**src/gpiop_pkg.sv**
```systemverilog
// Package for the general-purpose I/O port: register map, fields, resets.
// Assumes a 32-bit AXI4-Lite slave with word-aligned registers.
package gpiop_pkg;

  localparam int GPIOP_PINS = 8;

  // Register byte offsets.
  localparam logic [7:0] GPIOP_OUT_OFS = 8'h00;
  localparam logic [7:0] GPIOP_OE_OFS = 8'h04;
  localparam logic [7:0] GPIOP_PULL_EN_OFS = 8'h08;
  localparam logic [7:0] GPIOP_PULL_UP_OFS = 8'h0c;
  localparam logic [7:0] GPIOP_ALT_SEL_OFS = 8'h10;
  localparam logic [7:0] GPIOP_IN_OFS = 8'h14;
  localparam logic [7:0] GPIOP_STRAP_OFS = 8'h18;
  localparam logic [7:0] GPIOP_STATUS_OFS = 8'h1c;

  // Reset values.
  localparam logic [7:0] GPIOP_OUT_RST = 8'h00;
  localparam logic [7:0] GPIOP_OE_RST = 8'h00;
  localparam logic [7:0] GPIOP_PULL_EN_RST = 8'h00;
  localparam logic [7:0] GPIOP_PULL_UP_RST = 8'h00;
  localparam logic [7:0] GPIOP_ALT_SEL_RST = 8'h00;

  // Status register field positions.
  localparam int GPIOP_STAT_IDLE_BIT = 0;
  localparam int GPIOP_STAT_EXT_BIT = 1;

  // Recommended external power-on reset low time and its cycle count.
  localparam int GPIOP_POR_MS = 50;
  localparam int GPIOP_CLK_HZ = 20000000;
  localparam int GPIOP_POR_CYCLES = GPIOP_POR_MS * (GPIOP_CLK_HZ / 1000);

  // Internal reset stretch after power-up.
  localparam int GPIOP_INT_RST_CYCLES = 16;

  // AXI responses.
  localparam logic [1:0] GPIOP_RESP_OKAY = 2'b00;
  localparam logic [1:0] GPIOP_RESP_SLVERR = 2'b10;

  typedef enum logic [1:0] {
    GPIOP_ST_RESET = 2'b00,
    GPIOP_ST_LATCH = 2'b01,
    GPIOP_ST_IDLE = 2'b10
  } gpiop_state_t;

  // Every pad's drive as seen from the port: value and enable vectors.
  typedef struct packed {
    logic [GPIOP_PINS-1:0] value;
    logic [GPIOP_PINS-1:0] enable;
  } gpiop_drive_t;

endpackage

```
**src/gpiop_top.sv**
```systemverilog
// Eight-pin general-purpose I/O port with pad multiplexing and AXI4-Lite.
// Assumes the pad cell resolves value, enable and pull into the pin level.
//
// Overview of operation
// - Eight independent pins, numbered zero to seven.
// - Reset leaves every pin driver disabled.
// - Software sets each pin input or output.
// - Each pin has programmable pull-up or pull-down.
// - Undriven, disabled pin with its pull enabled takes its pull level.
// - Multiplexer gives pad to port or alternate.
// - Internal reset, overridden by external active-low reset.
// - Init latches straps, clears state, enters idle.
`timescale 1ns/100ps
module gpiop_top
  import gpiop_pkg::*;
#(
  parameter int PINS = GPIOP_PINS
)
(
  // Clock and resets
  input wire logic clk,
  input wire logic resetn,
  input wire logic ext_por_n,
  // AXI4-Lite write address
  input wire logic [7:0] s_axi_awaddr,
  input wire logic s_axi_awvalid,
  output logic s_axi_awready,
  // AXI4-Lite write data
  input wire logic [31:0] s_axi_wdata,
  input wire logic [3:0] s_axi_wstrb,
  input wire logic s_axi_wvalid,
  output logic s_axi_wready,
  // AXI4-Lite write response
  output logic [1:0] s_axi_bresp,
  output logic s_axi_bvalid,
  input wire logic s_axi_bready,
  // AXI4-Lite read address
  input wire logic [7:0] s_axi_araddr,
  input wire logic s_axi_arvalid,
  output logic s_axi_arready,
  // AXI4-Lite read data
  output logic [31:0] s_axi_rdata,
  output logic [1:0] s_axi_rresp,
  output logic s_axi_rvalid,
  input wire logic s_axi_rready,
  // Pads
  input wire logic [PINS-1:0] pad_in,
  output logic [PINS-1:0] pad_out,
  output logic [PINS-1:0] pad_oe,
  output logic [PINS-1:0] pad_pull_en,
  output logic [PINS-1:0] pad_pull_up,
  // Alternate control functions sharing the pads
  input wire logic [PINS-1:0] alt_out,
  input wire logic [PINS-1:0] alt_oe,
  output logic [PINS-1:0] alt_in,
  // Strap levels sampled during initialisation
  input wire logic [PINS-1:0] strap_in,
  output logic [PINS-1:0] strap_mode,
  output logic ready
);

  // Either reset source asserts the combined reset.
  wire raw_rst_n = resetn & ext_por_n;
  logic [1:0] rst_sync_reg;
  wire rst_n = rst_sync_reg[1];

  always_ff @(posedge clk or negedge raw_rst_n)
  begin
    if (!raw_rst_n)
      rst_sync_reg <= 2'b00;
    else
      rst_sync_reg <= {rst_sync_reg[0], 1'b1};
  end

  // Internal power-up reset stretch, then strap latch, then idle.
  gpiop_state_t state_reg;
  gpiop_state_t state_next;
  logic [4:0] init_cnt_reg;
  logic [PINS-1:0] strap_reg;
  logic ext_seen_reg;
  logic [2*PINS-1:0] sync_q;
  wire [PINS-1:0] strap_sync = sync_q[2*PINS-1:PINS];
  wire init_done = (init_cnt_reg == 5'(GPIOP_INT_RST_CYCLES - 1));
  wire in_reset = (state_reg != GPIOP_ST_IDLE);

  always_comb
  begin
    case (state_reg)
      GPIOP_ST_RESET: state_next = init_done ? GPIOP_ST_LATCH : GPIOP_ST_RESET;
      GPIOP_ST_LATCH: state_next = GPIOP_ST_IDLE;
      GPIOP_ST_IDLE: state_next = GPIOP_ST_IDLE;
      default: state_next = GPIOP_ST_RESET;
    endcase
  end

  always_ff @(posedge clk or negedge rst_n)
  begin
    if (!rst_n)
    begin
      state_reg <= GPIOP_ST_RESET;
      init_cnt_reg <= '0;
    end
    else
    begin
      state_reg <= state_next;
      if (!init_done)
        init_cnt_reg <= init_cnt_reg + 5'd1;
    end
  end

  // Synchronised straps are caught in the latch state; either reset clears.
  always_ff @(posedge clk or negedge rst_n)
  begin
    if (!rst_n)
    begin
      strap_reg <= '0;
      ext_seen_reg <= 1'b0;
    end
    else if (state_reg == GPIOP_ST_LATCH)
    begin
      strap_reg <= strap_sync;
      ext_seen_reg <= 1'b1;
    end
  end

  // Control registers.
  logic [PINS-1:0] out_reg;
  logic [PINS-1:0] oe_reg;
  logic [PINS-1:0] pull_en_reg;
  logic [PINS-1:0] pull_up_reg;
  logic [PINS-1:0] alt_sel_reg;
  // Write channel: address and data taken in either order.
  logic [7:0] awaddr_reg;
  logic aw_have_reg;
  logic [31:0] wdata_reg;
  logic [3:0] wstrb_reg;
  logic w_have_reg;
  logic bvalid_reg;
  logic [1:0] bresp_reg;

  wire aw_take = s_axi_awvalid & s_axi_awready;
  wire w_take = s_axi_wvalid & s_axi_wready;
  wire do_write = aw_have_reg & w_have_reg & ~bvalid_reg;
  wire [7:0] wa = awaddr_reg & 8'hfc;
  wire wr_out = do_write & (wa == GPIOP_OUT_OFS);
  wire wr_oe = do_write & (wa == GPIOP_OE_OFS);
  wire wr_pen = do_write & (wa == GPIOP_PULL_EN_OFS);
  wire wr_pup = do_write & (wa == GPIOP_PULL_UP_OFS);
  wire wr_alt = do_write & (wa == GPIOP_ALT_SEL_OFS);
  wire wr_hit = wr_out | wr_oe | wr_pen | wr_pup | wr_alt;
  wire wr_ro = (wa == GPIOP_IN_OFS) | (wa == GPIOP_STRAP_OFS) |
               (wa == GPIOP_STATUS_OFS);

  function automatic logic [PINS-1:0] merge(input logic [PINS-1:0] old,
                                           input logic [31:0] data,
                                           input logic lane0);
    merge = lane0 ? data[PINS-1:0] : old;
  endfunction

  always_ff @(posedge clk or negedge rst_n)
  begin
    if (!rst_n)
    begin
      awaddr_reg <= '0;
      aw_have_reg <= 1'b0;
      wdata_reg <= '0;
      wstrb_reg <= '0;
      w_have_reg <= 1'b0;
      bvalid_reg <= 1'b0;
      bresp_reg <= GPIOP_RESP_OKAY;
      s_axi_awready <= 1'b0;
      s_axi_wready <= 1'b0;
    end
    else
    begin
      s_axi_awready <= ~aw_have_reg & ~aw_take & ~in_reset;
      s_axi_wready <= ~w_have_reg & ~w_take & ~in_reset;
      if (aw_take)
      begin
        awaddr_reg <= s_axi_awaddr;
        aw_have_reg <= 1'b1;
      end
      if (w_take)
      begin
        wdata_reg <= s_axi_wdata;
        wstrb_reg <= s_axi_wstrb;
        w_have_reg <= 1'b1;
      end
      if (do_write)
      begin
        bvalid_reg <= 1'b1;
        bresp_reg <= (wr_hit | wr_ro) ? GPIOP_RESP_OKAY : GPIOP_RESP_SLVERR;
      end
      else if (bvalid_reg & s_axi_bready)
      begin
        bvalid_reg <= 1'b0;
        aw_have_reg <= 1'b0;
        w_have_reg <= 1'b0;
      end
    end
  end

  // Pin configuration: reset and initialisation leave every driver off.
  always_ff @(posedge clk or negedge rst_n)
  begin
    if (!rst_n)
    begin
      out_reg <= GPIOP_OUT_RST;
      oe_reg <= GPIOP_OE_RST;
      pull_en_reg <= GPIOP_PULL_EN_RST;
      pull_up_reg <= GPIOP_PULL_UP_RST;
      alt_sel_reg <= GPIOP_ALT_SEL_RST;
    end
    else
    begin
      if (wr_out)
        out_reg <= merge(out_reg, wdata_reg, wstrb_reg[0]);
      if (wr_oe)
        oe_reg <= merge(oe_reg, wdata_reg, wstrb_reg[0]);
      if (wr_pen)
        pull_en_reg <= merge(pull_en_reg, wdata_reg, wstrb_reg[0]);
      if (wr_pup)
        pull_up_reg <= merge(pull_up_reg, wdata_reg, wstrb_reg[0]);
      if (wr_alt)
        alt_sel_reg <= merge(alt_sel_reg, wdata_reg, wstrb_reg[0]);
    end
  end

  // One synchroniser serves every pad and every strap pin.
  wire [PINS-1:0] pin_sync = sync_q[PINS-1:0];

  gpiop_sync #(
    .WIDTH(2 * PINS)
  ) u_sync (
    .clk(clk),
    .rst_n(rst_n),
    .d({strap_in, pad_in}),
    .q(sync_q)
  );

  // Read channel.
  logic rvalid_reg;
  logic [31:0] rdata_reg;
  logic [1:0] rresp_reg;
  wire ar_take = s_axi_arvalid & s_axi_arready;
  wire [7:0] ra = s_axi_araddr & 8'hfc;
  wire [31:0] status_word = {30'h0, ext_seen_reg, ~in_reset};
  logic [31:0] rd_mux;
  logic rd_ok;

  always_comb
  begin
    rd_ok = 1'b1;
    case (ra)
      GPIOP_OUT_OFS: rd_mux = 32'(out_reg);
      GPIOP_OE_OFS: rd_mux = 32'(oe_reg);
      GPIOP_PULL_EN_OFS: rd_mux = 32'(pull_en_reg);
      GPIOP_PULL_UP_OFS: rd_mux = 32'(pull_up_reg);
      GPIOP_ALT_SEL_OFS: rd_mux = 32'(alt_sel_reg);
      GPIOP_IN_OFS: rd_mux = 32'(pin_sync);
      GPIOP_STRAP_OFS: rd_mux = 32'(strap_reg);
      GPIOP_STATUS_OFS: rd_mux = status_word;
      default:
      begin
        rd_mux = 32'h0;
        rd_ok = 1'b0;
      end
    endcase
  end

  always_ff @(posedge clk or negedge rst_n)
  begin
    if (!rst_n)
    begin
      rvalid_reg <= 1'b0;
      rdata_reg <= '0;
      rresp_reg <= GPIOP_RESP_OKAY;
      s_axi_arready <= 1'b0;
    end
    else
    begin
      s_axi_arready <= ~rvalid_reg & ~ar_take & ~in_reset;
      if (ar_take)
      begin
        rvalid_reg <= 1'b1;
        rdata_reg <= rd_mux;
        rresp_reg <= rd_ok ? GPIOP_RESP_OKAY : GPIOP_RESP_SLVERR;
      end
      else if (rvalid_reg & s_axi_rready)
        rvalid_reg <= 1'b0;
    end
  end

  // Pad multiplexer: each pin is owned by the port or its alternate.
  gpiop_drive_t drive_next;
  generate
    for (genvar i = 0; i < PINS; i = i + 1)
    begin : g_pad
      assign drive_next.value[i] = alt_sel_reg[i] ? alt_out[i] : out_reg[i];
      assign drive_next.enable[i] = alt_sel_reg[i] ? alt_oe[i] : oe_reg[i];
    end
  endgenerate

  // Pad outputs are registered; enabled pulls hold undriven pins at their level.
  always_ff @(posedge clk or negedge rst_n)
  begin
    if (!rst_n)
    begin
      pad_out <= '0;
      pad_oe <= '0;
      pad_pull_en <= '0;
      pad_pull_up <= '0;
      alt_in <= '0;
      strap_mode <= '0;
      ready <= 1'b0;
    end
    else
    begin
      pad_out <= drive_next.value;
      pad_oe <= in_reset ? '0 : drive_next.enable;
      pad_pull_en <= pull_en_reg;
      pad_pull_up <= pull_up_reg;
      alt_in <= pin_sync;
      strap_mode <= strap_reg;
      ready <= ~in_reset;
    end
  end

  assign s_axi_bvalid = bvalid_reg;
  assign s_axi_bresp = bresp_reg;
  assign s_axi_rvalid = rvalid_reg;
  assign s_axi_rdata = rdata_reg;
  assign s_axi_rresp = rresp_reg;

endmodule

```
**src/gpiop_sync.sv**
```systemverilog
// Two-flop synchroniser for a vector of asynchronous inputs.
// Assumes the inputs come from pins outside the clk domain.
`timescale 1ns/100ps
module gpiop_sync
  import gpiop_pkg::*;
#(
  parameter int WIDTH = 8
)
(
  // Clock and reset
  input wire logic clk,
  input wire logic rst_n,
  // Data
  input wire logic [WIDTH-1:0] d,
  output logic [WIDTH-1:0] q
);

  logic [WIDTH-1:0] meta_reg;

  always_ff @(posedge clk or negedge rst_n)
  begin
    if (!rst_n)
    begin
      meta_reg <= '0;
      q <= '0;
    end
    else
    begin
      meta_reg <= d;
      q <= meta_reg;
    end
  end

endmodule

```
**config.mk**
```make
export PLATFORM = sky130hd
export DESIGN_NAME = gpiop_top
export DESIGN_NICKNAME = d
export VERILOG_FILES = /design/src/gpiop_pkg.sv /design/src/gpiop_top.sv /design/src/gpiop_sync.sv
export SDC_FILE = /design/constraint.sdc
export NUM_CORES = 1
export LEC_CHECK = 0
export ABC_AREA = 0
export BUFFER_PORTS_ARGS = -buffer_cell sky130_fd_sc_hd__buf_2
export CAP_MARGIN = 20
export CORE_UTILIZATION = 56
export DETAILED_ROUTE_END_ITERATION = 8
export PLACE_DENSITY = 0.9
export SLEW_MARGIN = 20
export SYNTH_ARGS = -nofsm -noshare
export SYNTH_HDL_FRONTEND = slang
export SYNTH_HIERARCHICAL = 1
export SYNTH_SLANG_ARGS = --single-unit
export TNS_END_PERCENT = 100
```
**constraint.sdc**
```tcl
create_clock -name clk -period 10.43 [get_ports clk]
set_clock_uncertainty 0.1 [all_clocks]
set_input_delay 2.086 -clock clk [delete_from_list [all_inputs] [get_ports clk]]
set_output_delay 2.086 -clock clk [all_outputs]
set_load 0.01 [all_outputs]
```
==> summary.txt, run 1 <==
CLOCKING
--------------------------------------------------------------------------------------------------
Clock buffer count from CTS                                                                     17
Clock transition time at the flip-flop clock pins of the worst setup and hold paths          60 ps
Quantity of gates resized following cts                                                          0
Post CTS Setup Buffer Count                                                                      0
Maximum clock path buffer count                                                                  2
Clk root buf                                                                             clkbuf_16
Clock Latency Late Sink                                                                     410 ps
CTS tree                                                                                     built
Count of hold-fix buffers inserted at cts                                                        0
Sinks on Clock Net                                                                             171
H-tree lvl count                                                                                 4

TIMING
--------------------------------------------------------------------------------------------------
Remaining max-slew budget at the tightest pin                                               45.45%
Slew Limit Fails                                                                                 0
Endpoints failing hold                                                                           0
Slew at the pin closest to its max-slew limit                                             818.3 ps
Maximum frequency from static timing analysis                                           0.3058 GHz
Final setup TNS                                                                               0 ps
Setup repair after global routing missed its margin                                             no
Portion of the clock cycle consumed by the worst path in the final layout                   31.36%
Endpoints failing setup                                                                          0
Tmin final                                                                                 3270 ps

SETUP PATH
--------------------------------------------------------------------------------------------------
Type of the worst setup path                                                          input port to flop
Cell-by-cell trace of the critical path                                               buf_2, mux4_2, a22oi_1, o21ai_0
Type of element capturing the critical path                                                   flop
Critical Path AT                                                                           3440 ps
CP required                                                                               10600 ps
Largest stage delay on the critical path                                                    570 ps
Worst-path fanout max                                                                           23
Critical-path top delay cell                                                                mux4_2
Type of element launching the critical path                                             input port

SYNTHESIS
--------------------------------------------------------------------------------------------------
Portion of the post-synthesis area used by sequential elements                              66.93%
Post-Syn Area per Cell                                                                  15.44 um^2
Mapped cell area                                                                         6394 um^2
Unique masters post-synth                                                                       38
Main combinational cell family by area after synthesis                                multiplexers
Synth Area in XOR/XNOR                                                                     0.4110%
Area fraction in compound gates after synthesis                                             3.307%
Synthesized flop and latch total                                                               171
Synthesized-area fraction occupied by and/or/nand/nor cells                                 6.164%
Mux cell area share after synthesis                                                         17.75%
Number of warnings reported in the yosys synthesis log                                           6
Fraction of the mapped netlist area in adder cells                                         0.9785%
Count of mapped cells out of synthesis                                                         414

ROUTE
--------------------------------------------------------------------------------------------------
Total vias in the final route                                                                 3711
Iteration-0 DRC count of the detailed router                                                   195
Total iterations of the first detailed-routing run                                               4
DR WL/cell                                                                                18.46 um
Wire length after detailed routing                                                        12.88 mm
Detail-routed via count per cell                                                             5.317
DRC viols                                                                                        0
Number of nets still failing antenna checks after routing                                        0

PWR
--------------------------------------------------------------------------------------------------
Power spent charging and discharging nets                                                0.4462 mW
Power density of the placed cells                                                     227.9 nW/um^2
Leakage component of the power                                                            3.845 nW
Part of the total power dissipated in the clock network                                      35.7%
Internal portion of total power                                                           1.295 mW
Peak VDD IR                                                                              0.1822 mV
Switching Share                                                                             25.63%
Logic pwr share                                                                              14.4%
Sequential share of power                                                                    49.9%

GLOBAL ROUTING
--------------------------------------------------------------------------------------------------
Pin count of the biggest net entering global routing                                            87
Via count of the first global-routing pass                                                    3938
Total global routing overflow                                                                    0
Total Routing Usage GR                                                                      23.84%
Antenna violations before repair                                                                 0
Global-route wire length before repair                                                    20.13 mm

FLOORPLANNING
--------------------------------------------------------------------------------------------------
Area inside the core boundary                                                           10980 um^2
Top-level I/O count                                                                            182
Initial core utilization                                                                    58.21%
Total die area                                                                          11850 um^2
Die Span Y                                                                                108.9 um
Number of placement rows                                                                        38
Die extent in x                                                                           108.9 um

CELLS AND AREA
--------------------------------------------------------------------------------------------------
Post-route design area                                                                   7639 um^2
N_diodes                                                                                         0
Layout area overhead                                                                        19.47%
Post-layout net count                                                                          644
Share of post-route cells with drive strength above 1                                       43.19%

JOB
--------------------------------------------------------------------------------------------------
Number of maximum-capacitance constraint violations                                              0

PLACEMENT
--------------------------------------------------------------------------------------------------
Routability-driven placement congestion ratio                                               0.7961
Post-DP HPWL                                                                              8.859 mm
Buffers added on ports                                                                         124
Standard cell area after detailed placement                                              7051 um^2

RUN STATUS
--------------------------------------------------------------------------------------------------
Run status                                                                               completed

WORST HOLD PATH
--------------------------------------------------------------------------------------------------
Min-delay worst type                                                                  flop to asynchronous set/reset pin

cell type report:
type                       count  area [um^2]
inverter                       7        26.28
clock buffer                  22        464.2
sequential                   171         4283
tap                          140        175.2
timing repair buffer         126        639.4
fill                         735         3344
clock inverter                 8        120.1
multi-input combinational    224         1931
power groups by stage:
stage	registers, mW	logic, mW	clock network, mW
after floorplan	0.884	0.148	0
after global placement	0.868	0.241	0
after detailed placement	0.879	0.253	0
after CTS	0.870	0.255	0.632
after global routing	0.884	0.277	0.664
final	0.869	0.250	0.621
per-layer routing:
metal / share of wire (%) / track usage [%] / wire length [um]
met3: 5.3 / 6.336 / 681
met5: 0 / 0 / 0
met4: 2.2 / 9.846 / 279
met2: 52 / 40.42 / 6704
met1: 41 / 28.97 / 5218
cell families (layout without fill, tap and decap cells):
logic type,count (synthesis),count (layout)
AO/OA/AOI/OAI,34,34
other,2,27
multiplexers,98,98
XOR/XNOR,3,3
flip-flops,171,171
AND/OR/NAND/NOR,57,57
adder cells (fa/ha/maj),5,5
buffers and inverters,44,163
synth_stat cells:
cell | count | area share (%)
a21o_1 | 1 | 0.12
a21oi_1 | 7 | 0.55
a221oi_1 | 1 | 0.14
a22oi_1 | 5 | 0.59
a2bb2oi_1 | 4 | 0.55
and2_1 | 4 | 0.39
and3_1 | 2 | 0.20
and4_2 | 1 | 0.16
buf_2 | 6 | 0.47
buf_4 | 26 | 3.1
buf_6 | 1 | 0.18
clkbuf_1 | 4 | 0.23
conb_1 | 2 | 0.12
dfrtp_1 | 171 | 67
ha_1 | 5 | 0.98
inv_1 | 7 | 0.41
mux2_2 | 73 | 13
mux2i_1 | 20 | 3.1
mux4_2 | 5 | 1.8
nand2_1 | 12 | 0.70
nand2b_1 | 2 | 0.20
nand3_1 | 2 | 0.16
nand3_2 | 1 | 0.16
nand3b_1 | 4 | 0.47
nand3b_4 | 1 | 0.31
nand4_2 | 1 | 0.20
nand4b_1 | 5 | 0.68
nand4b_2 | 2 | 0.47
nor2_1 | 3 | 0.18
nor2b_1 | 10 | 0.98
nor3_1 | 3 | 0.23
nor3_2 | 1 | 0.16
nor4_4 | 1 | 0.33
o211ai_1 | 3 | 0.35
o21ai_0 | 13 | 1.0
or2_2 | 1 | 0.098
or3_1 | 1 | 0.098
xnor2_1 | 3 | 0.41
worst paths after layout:
| path | from | to | slack (ps) | depth (start not counted) |
|---|---|---|---|---|
| hold reg to reg | rst_sync_reg[1] | out_reg[1] | 90 | 0 |
| min in group clk | u_sync/meta_reg[0] | u_sync/q[0] | 240 | 0 |
| setup / recovery | s_axi_araddr[3] | s_axi_rdata[3] | 7160 | 4 |
| setup reg to reg | s_axi_bvalid | oe_reg[3] | 8260 | 4 |
| max in group asynchronous | resetn | rst_sync_reg[1] | 8650 | 2 |
| hold / removal | rst_sync_reg[1] | out_reg[1] | 90 | 0 |
through the flow:
step / utilization, % / power [mW] / cells / hold WS [ps] / setup slack, ps
2_1_floorplan: - / 1.032 / 439 / 231.2 / 5212
3_3_place_gp: 64.19 / 1.110 / 668 / 83.74 / 6805
3_5_place_dp: 64.19 / 1.132 / 668 / 85.89 / 6729
4_1_cts: 69.51 / 1.757 / 698 / 94.18 / 7169
5_1_grt: 69.55 / 1.826 / 698 / 114.8 / 7093
6_report: 69.55 / 1.741 / 698 / 89.82 / 7160
worst max-delay path, delay by kind of cell:
kind            cells  cell delay [ps]
mux                 1              570
compound gates      2              340
buf+inv             1              430
cell usage in the layout (no fill, tap or decap), drive strengths merged:
cell type,Yosys,layout
mux4,5,5
xnor2,3,3
nand4,1,1
nand3,3,3
nand3b,5,5
inv,7,7
nand4b,7,7
and3,2,2
a21oi,7,7
o211ai,3,3
nor4,1,1
buf,33,126
dfrtp,171,171
nand2,12,12
clkbuf,4,22
ha,5,5
a22oi,5,5
a221oi,1,1
nand2b,2,2
o21ai,13,13
bufinv,0,3
nor2b,10,10
conb,2,27
or3,1,1
clkinvlp,0,2
a21o,1,1
and4,1,1
mux2i,20,20
or2,1,1
clkinv,0,3
nor2,3,3
mux2,73,73
and2,4,4
a2bb2oi,4,4
nor3,4,4
Power figures use the tool's default switching activity.
==> run 2: changes to the inputs <==
--- a/config.mk
+++ b/config.mk
@@ -5,12 +5,12 @@
 export SDC_FILE = /design/constraint.sdc
 export NUM_CORES = 1
 export LEC_CHECK = 0
-export ABC_AREA = 0
+export ABC_AREA = 1
 export BUFFER_PORTS_ARGS = -buffer_cell sky130_fd_sc_hd__buf_2
 export CAP_MARGIN = 20
-export CORE_UTILIZATION = 56
+export CORE_UTILIZATION = 47
 export DETAILED_ROUTE_END_ITERATION = 8
-export PLACE_DENSITY = 0.9
+export PLACE_DENSITY = 0.81
 export SLEW_MARGIN = 20
 export SYNTH_ARGS = -nofsm -noshare
 export SYNTH_HDL_FRONTEND = slang
==> constraint.sdc (replaced) <==
create_clock -name clk -period 2.8 [get_ports clk]
set_clock_uncertainty 0.1 [all_clocks]
set_input_delay 0.56 -clock clk [delete_from_list [all_inputs] [get_ports clk]]
set_output_delay 0.56 -clock clk [all_outputs]
set_load 0.01 [all_outputs]
==> run 2 against run 1 <==
Against the previous run: synthesized area is 4.1% higher; final area is 4.6% higher; die area is 24% higher; routed wire length is 15% higher; via count is 28% higher; utilization is 12 points lower; count of clock-buffer cells in the layout is 2 lower; total power grew to 4.0 times the previous value; first-iteration DRC count is 120% higher; non-clock buffer count is 8 higher; combinational power grew to 4.9 times the previous value.
==> summary.txt, run 2 <==
ROUTE
--------------------------------------------------------------------------------------------------
Wire length after detailed routing                                                        14.77 mm   was 12.88 mm
DR WL/cell                                                                                15.55 um   was 18.46 um
Number of nets still failing antenna checks after routing                                        0   unchanged
DRC viols                                                                                        0   unchanged
Total iterations of the first detailed-routing run                                               7   was 4
Detail-routed via count per cell                                                             4.992   was 5.317
Iteration-0 DRC count of the detailed router                                                   426   was 195
Total vias in the final route                                                                 4742   was 3711

TIMING
--------------------------------------------------------------------------------------------------
Final setup TNS                                                                               0 ps   unchanged
Maximum frequency from static timing analysis                                           0.5985 GHz
Slew at the pin closest to its max-slew limit                                             762.8 ps   was 818.3 ps
Hold slack                                                                                135.0 ps   was 89.82 ps
Setup repair after global routing missed its margin                                             no   unchanged
Slew Limit Fails                                                                                 0   unchanged
Portion of the clock cycle consumed by the worst path in the final layout                   59.67%
Remaining max-slew budget at the tightest pin                                               49.15%   was 45.45%
Tmin final                                                                                 1671 ps
Endpoints failing setup                                                                          0   unchanged
Endpoints failing hold                                                                           0   unchanged

GLOBAL ROUTING
--------------------------------------------------------------------------------------------------
Total global routing overflow                                                                    0   unchanged
Total Routing Usage GR                                                                      21.75%   was 23.84%
Pin count of the biggest net entering global routing                                            59   was 87
Global-route wire length before repair                                                    23.57 mm   was 20.13 mm
Antenna violations before repair                                                                 0   unchanged
Via count of the first global-routing pass                                                    4507   was 3938

CLOCKING
--------------------------------------------------------------------------------------------------
CTS tree                                                                                     built   unchanged
Maximum clock path buffer count                                                                  2   unchanged
Clock transition time at the flip-flop clock pins of the worst setup and hold paths          70 ps   was 60 ps
Clk root buf                                                                             clkbuf_16   unchanged
H-tree lvl count                                                                                 4   unchanged
Clock buffer count from CTS                                                                     17   unchanged
Sinks on Clock Net                                                                             171   unchanged
Clock Latency Late Sink                                                                     430 ps   was 410 ps
Quantity of gates resized following cts                                                          0   unchanged
Post CTS Setup Buffer Count                                                                      0   unchanged

SYNTHESIS
--------------------------------------------------------------------------------------------------
Top post-synthesis cells by count                                                     dfrtp_1 (171), nand2_1 (160), inv_1 (44), nor2_1 (32), buf_4 (29)   was dfrtp_1 (171), mux2_2 (73), buf_4 (26), mux2i_1 (20), o21ai_0 (13)
Largest area contributor in the netlist                                                    dfrtp_1   unchanged
Top flip-flop cell by instance count after synthesis                                       dfrtp_1   unchanged
Count of mapped cells out of synthesis                                                         626   was 414
Number of warnings reported in the yosys synthesis log                                           6   unchanged
Unique masters post-synth                                                                       32   was 38
Post-Syn Area per Cell                                                                  10.63 um^2   was 15.44 um^2
Portion of the post-synthesis area used by sequential elements                              64.32%   was 66.93%
Area share of the largest cell type after synthesis                                         64.32%   was 66.93%
Most frequent cell after synthesis                                                         dfrtp_1   unchanged
Cells taking the most area after synthesis                                            dfrtp_1 (64%), nand2_1 (9.0%), buf_4 (3.3%)   was dfrtp_1 (67%), mux2_2 (13%), mux2i_1 (3.1%)
Fraction of synthesis flops using an asynchronous set or reset pin                          100.0%   unchanged
Post-synth EDFFs                                                                                 0   unchanged
Mapped cell area                                                                         6653 um^2   was 6394 um^2
Synthesized flop and latch total                                                               171   unchanged

PLACEMENT
--------------------------------------------------------------------------------------------------
Routability-driven placement congestion ratio                                               0.8467   was 0.7961
Post-DP HPWL                                                                              10.37 mm   was 8.859 mm
Buffers added on ports                                                                         124   unchanged
Standard cell area after detailed placement                                              7340 um^2   was 7051 um^2

SETUP PATH
--------------------------------------------------------------------------------------------------
Cell-by-cell trace of the critical path                                               buf_2, nor2_4, nand3_1, nor2_1, nor2_1, nand2_1, nand2_1, nand2_1   was buf_2, mux4_2, a22oi_1, o21ai_0
Kind of cell adding the most delay to the critical path                               simple AND/OR/NAND/NOR gates   was multiplexers
Type of element launching the critical path                                             input port   unchanged
Type of the worst setup path                                                          input port to flop   unchanged
Most common cell on crit path                                                              nand2_1
Largest stage delay on the critical path                                                    490 ps   was 570 ps
Flop2flop setup slack                                                                      1160 ps   was 8260 ps
Critical-path top delay cell                                                                nor2_4   was mux4_2
Worst flop-to-flop path endpoint                                                      s_axi_arready   was oe_reg[3]
Startpoint of the worst setup timing path                                             s_axi_araddr[5]   was s_axi_araddr[3]
Critical Path AT                                                                           1930 ps   was 3440 ps
Worst-path fanout max                                                                           27   was 23
Total buffers and inverters traversed by the critical path                                       1   unchanged
CP required                                                                                3060 ps   was 10600 ps
Cell depth of the worst flop-to-flop path                                                        4   unchanged
Type of element capturing the critical path                                                   flop   unchanged
Worst flop-to-flop path startpoint                                                    state_reg[0]   was s_axi_bvalid

CELLS AND AREA
--------------------------------------------------------------------------------------------------
Most frequent cells in the layout                                                     dfrtp_1 (170), nand2_1 (160), buf_2 (124)   was dfrtp_1 (170), buf_2 (124), mux2_2 (73)
N_diodes                                                                                         0   unchanged
Share of post-route cells with drive strength above 1                                       28.44%   was 43.19%
Post-route design area                                                                   7986 um^2   was 7639 um^2
Layout area overhead                                                                        20.05%   was 19.47%
Most common cell after layout, fill and taps aside                                         dfrtp_1   unchanged
Post-layout net count                                                                          854   was 644
Count of fill cells added during filler insertion                                             1150   was 735

RUN STATUS
--------------------------------------------------------------------------------------------------
Run status                                                                               completed   unchanged

PWR
--------------------------------------------------------------------------------------------------
PnR Total Power                                                                           6.959 mW   was 1.741 mW
Power density of the placed cells                                                     871.3 nW/um^2   was 227.9 nW/um^2
Leakage component of the power                                                            4.200 nW   was 3.845 nW
Peak VDD IR                                                                              0.4994 mV   was 0.1822 mV

FLOORPLANNING
--------------------------------------------------------------------------------------------------
Number of placement rows                                                                        43   was 38
Die extent in x                                                                           121.0 um   was 108.9 um
Initial core utilization                                                                    48.11%   was 58.21%
Top-level I/O count                                                                            182   unchanged
Die Span Y                                                                                121.0 um   was 108.9 um
Area inside the core boundary                                                           13830 um^2   was 10980 um^2
Total die area                                                                          14630 um^2   was 11850 um^2

WORST HOLD PATH
--------------------------------------------------------------------------------------------------
Hold wc startpoint                                                                     strap_in[3]
WHS Path Cells                                                                                   1
Endpoint with the worst hold slack                                                    u_sync/meta_reg[11]
Min-delay worst type                                                                  input port to flop   was flop to asynchronous set/reset pin

JOB
--------------------------------------------------------------------------------------------------
Number of maximum-capacitance constraint violations                                              0   unchanged

[run 2: changes by cell type in the layout (fill, tap and decap cells not counted), moves of 16 or more]
cell,change
nand2_1,+148
nand3_1,+25
mux2i_1,-20
nand4_1,+27
nor2_1,+29
inv_1,+37
o21ai_1,+16
o21ai_2,+24
mux2_2,-66
[run 2: area by class of cell]
cell class	instances	area [um^2]	share of cell area, %
clock buffer	20	466.7	5.844
clock inverter	12	160.2	2.005
inverter	50	187.7	2.350
multi-input combinational	383	1951	24.42
sequential	171	4283	53.63
tap	180	225.2	2.820
timing repair buffer	134	713.2	8.930
[run 2: timing repair]
action / CTS / global route
setup endpoints to repair: 0 / 0
hold buffers: 2 / 0
endpoints found under the hold margin: 2 / 0
[run 2: worst max path at each step]
stage          cells after the start             end
2_1_floorplan                      0       alt_in[0]
3_3_place_gp                       8  s_axi_rdata[7]
3_5_place_dp                       8  s_axi_rdata[7]
4_1_cts                            6       oe_reg[5]
5_1_grt                            8  s_axi_rdata[7]
6_report                           8  s_axi_rdata[7]
[run 2: cells by family (layout without fill, tap and decap cells)]
group | count (synthesis) | in the layout | synth area share [%]
simple gates | 266 | 266 | 18.26
xor+xnor | 3 | 3 | 0.3950
mux | 7 | 7 | 1.185
other cells | 2 | 27 | 0.1129
compound gates | 75 | 75 | 7.015
buf+inv | 97 | 216 | 7.767
flops | 171 | 171 | 64.32
fa+ha+maj | 5 | 5 | 0.9404
[run 2: report_power, final]
group / internal [mW] / switching (mW)
registers: 2.93 / 0.347
logic: 0.435 / 0.798
clock network: 1.48 / 0.965
[run 2: stage by stage]
step / instances / setup WS, ps / util [%]
2_1_floorplan: 651 / 932.8 / -
3_3_place_gp: 916 / 781.9 / 53.08
3_5_place_dp: 916 / 753.4 / 53.08
4_1_cts: 950 / 1154 / 57.76
5_1_grt: 950 / 995.2 / 57.76
6_report: 950 / 1129 / 57.76
[run 2: layer usage]
metal | vias to the layer above | global-route usage (%) | part of all wire, % | wire [um]
met5 | - | 0 | 0 | 0
li1 | 2227 | - | - | -
met3 | 34 | 4.417 | 6.4 | 946
met1 | 2300 | 29.70 | 43 | 6337
met2 | 181 | 33.82 | 48 | 7075
met4 | 0 | 9.414 | 2.8 | 413
[run 2: worst reg2reg max path: stages (launching register included)]
cell	delay, ps
dfrtp_1	380
inv_1	80
ha_1	460
inv_1	270
nor3_1	260
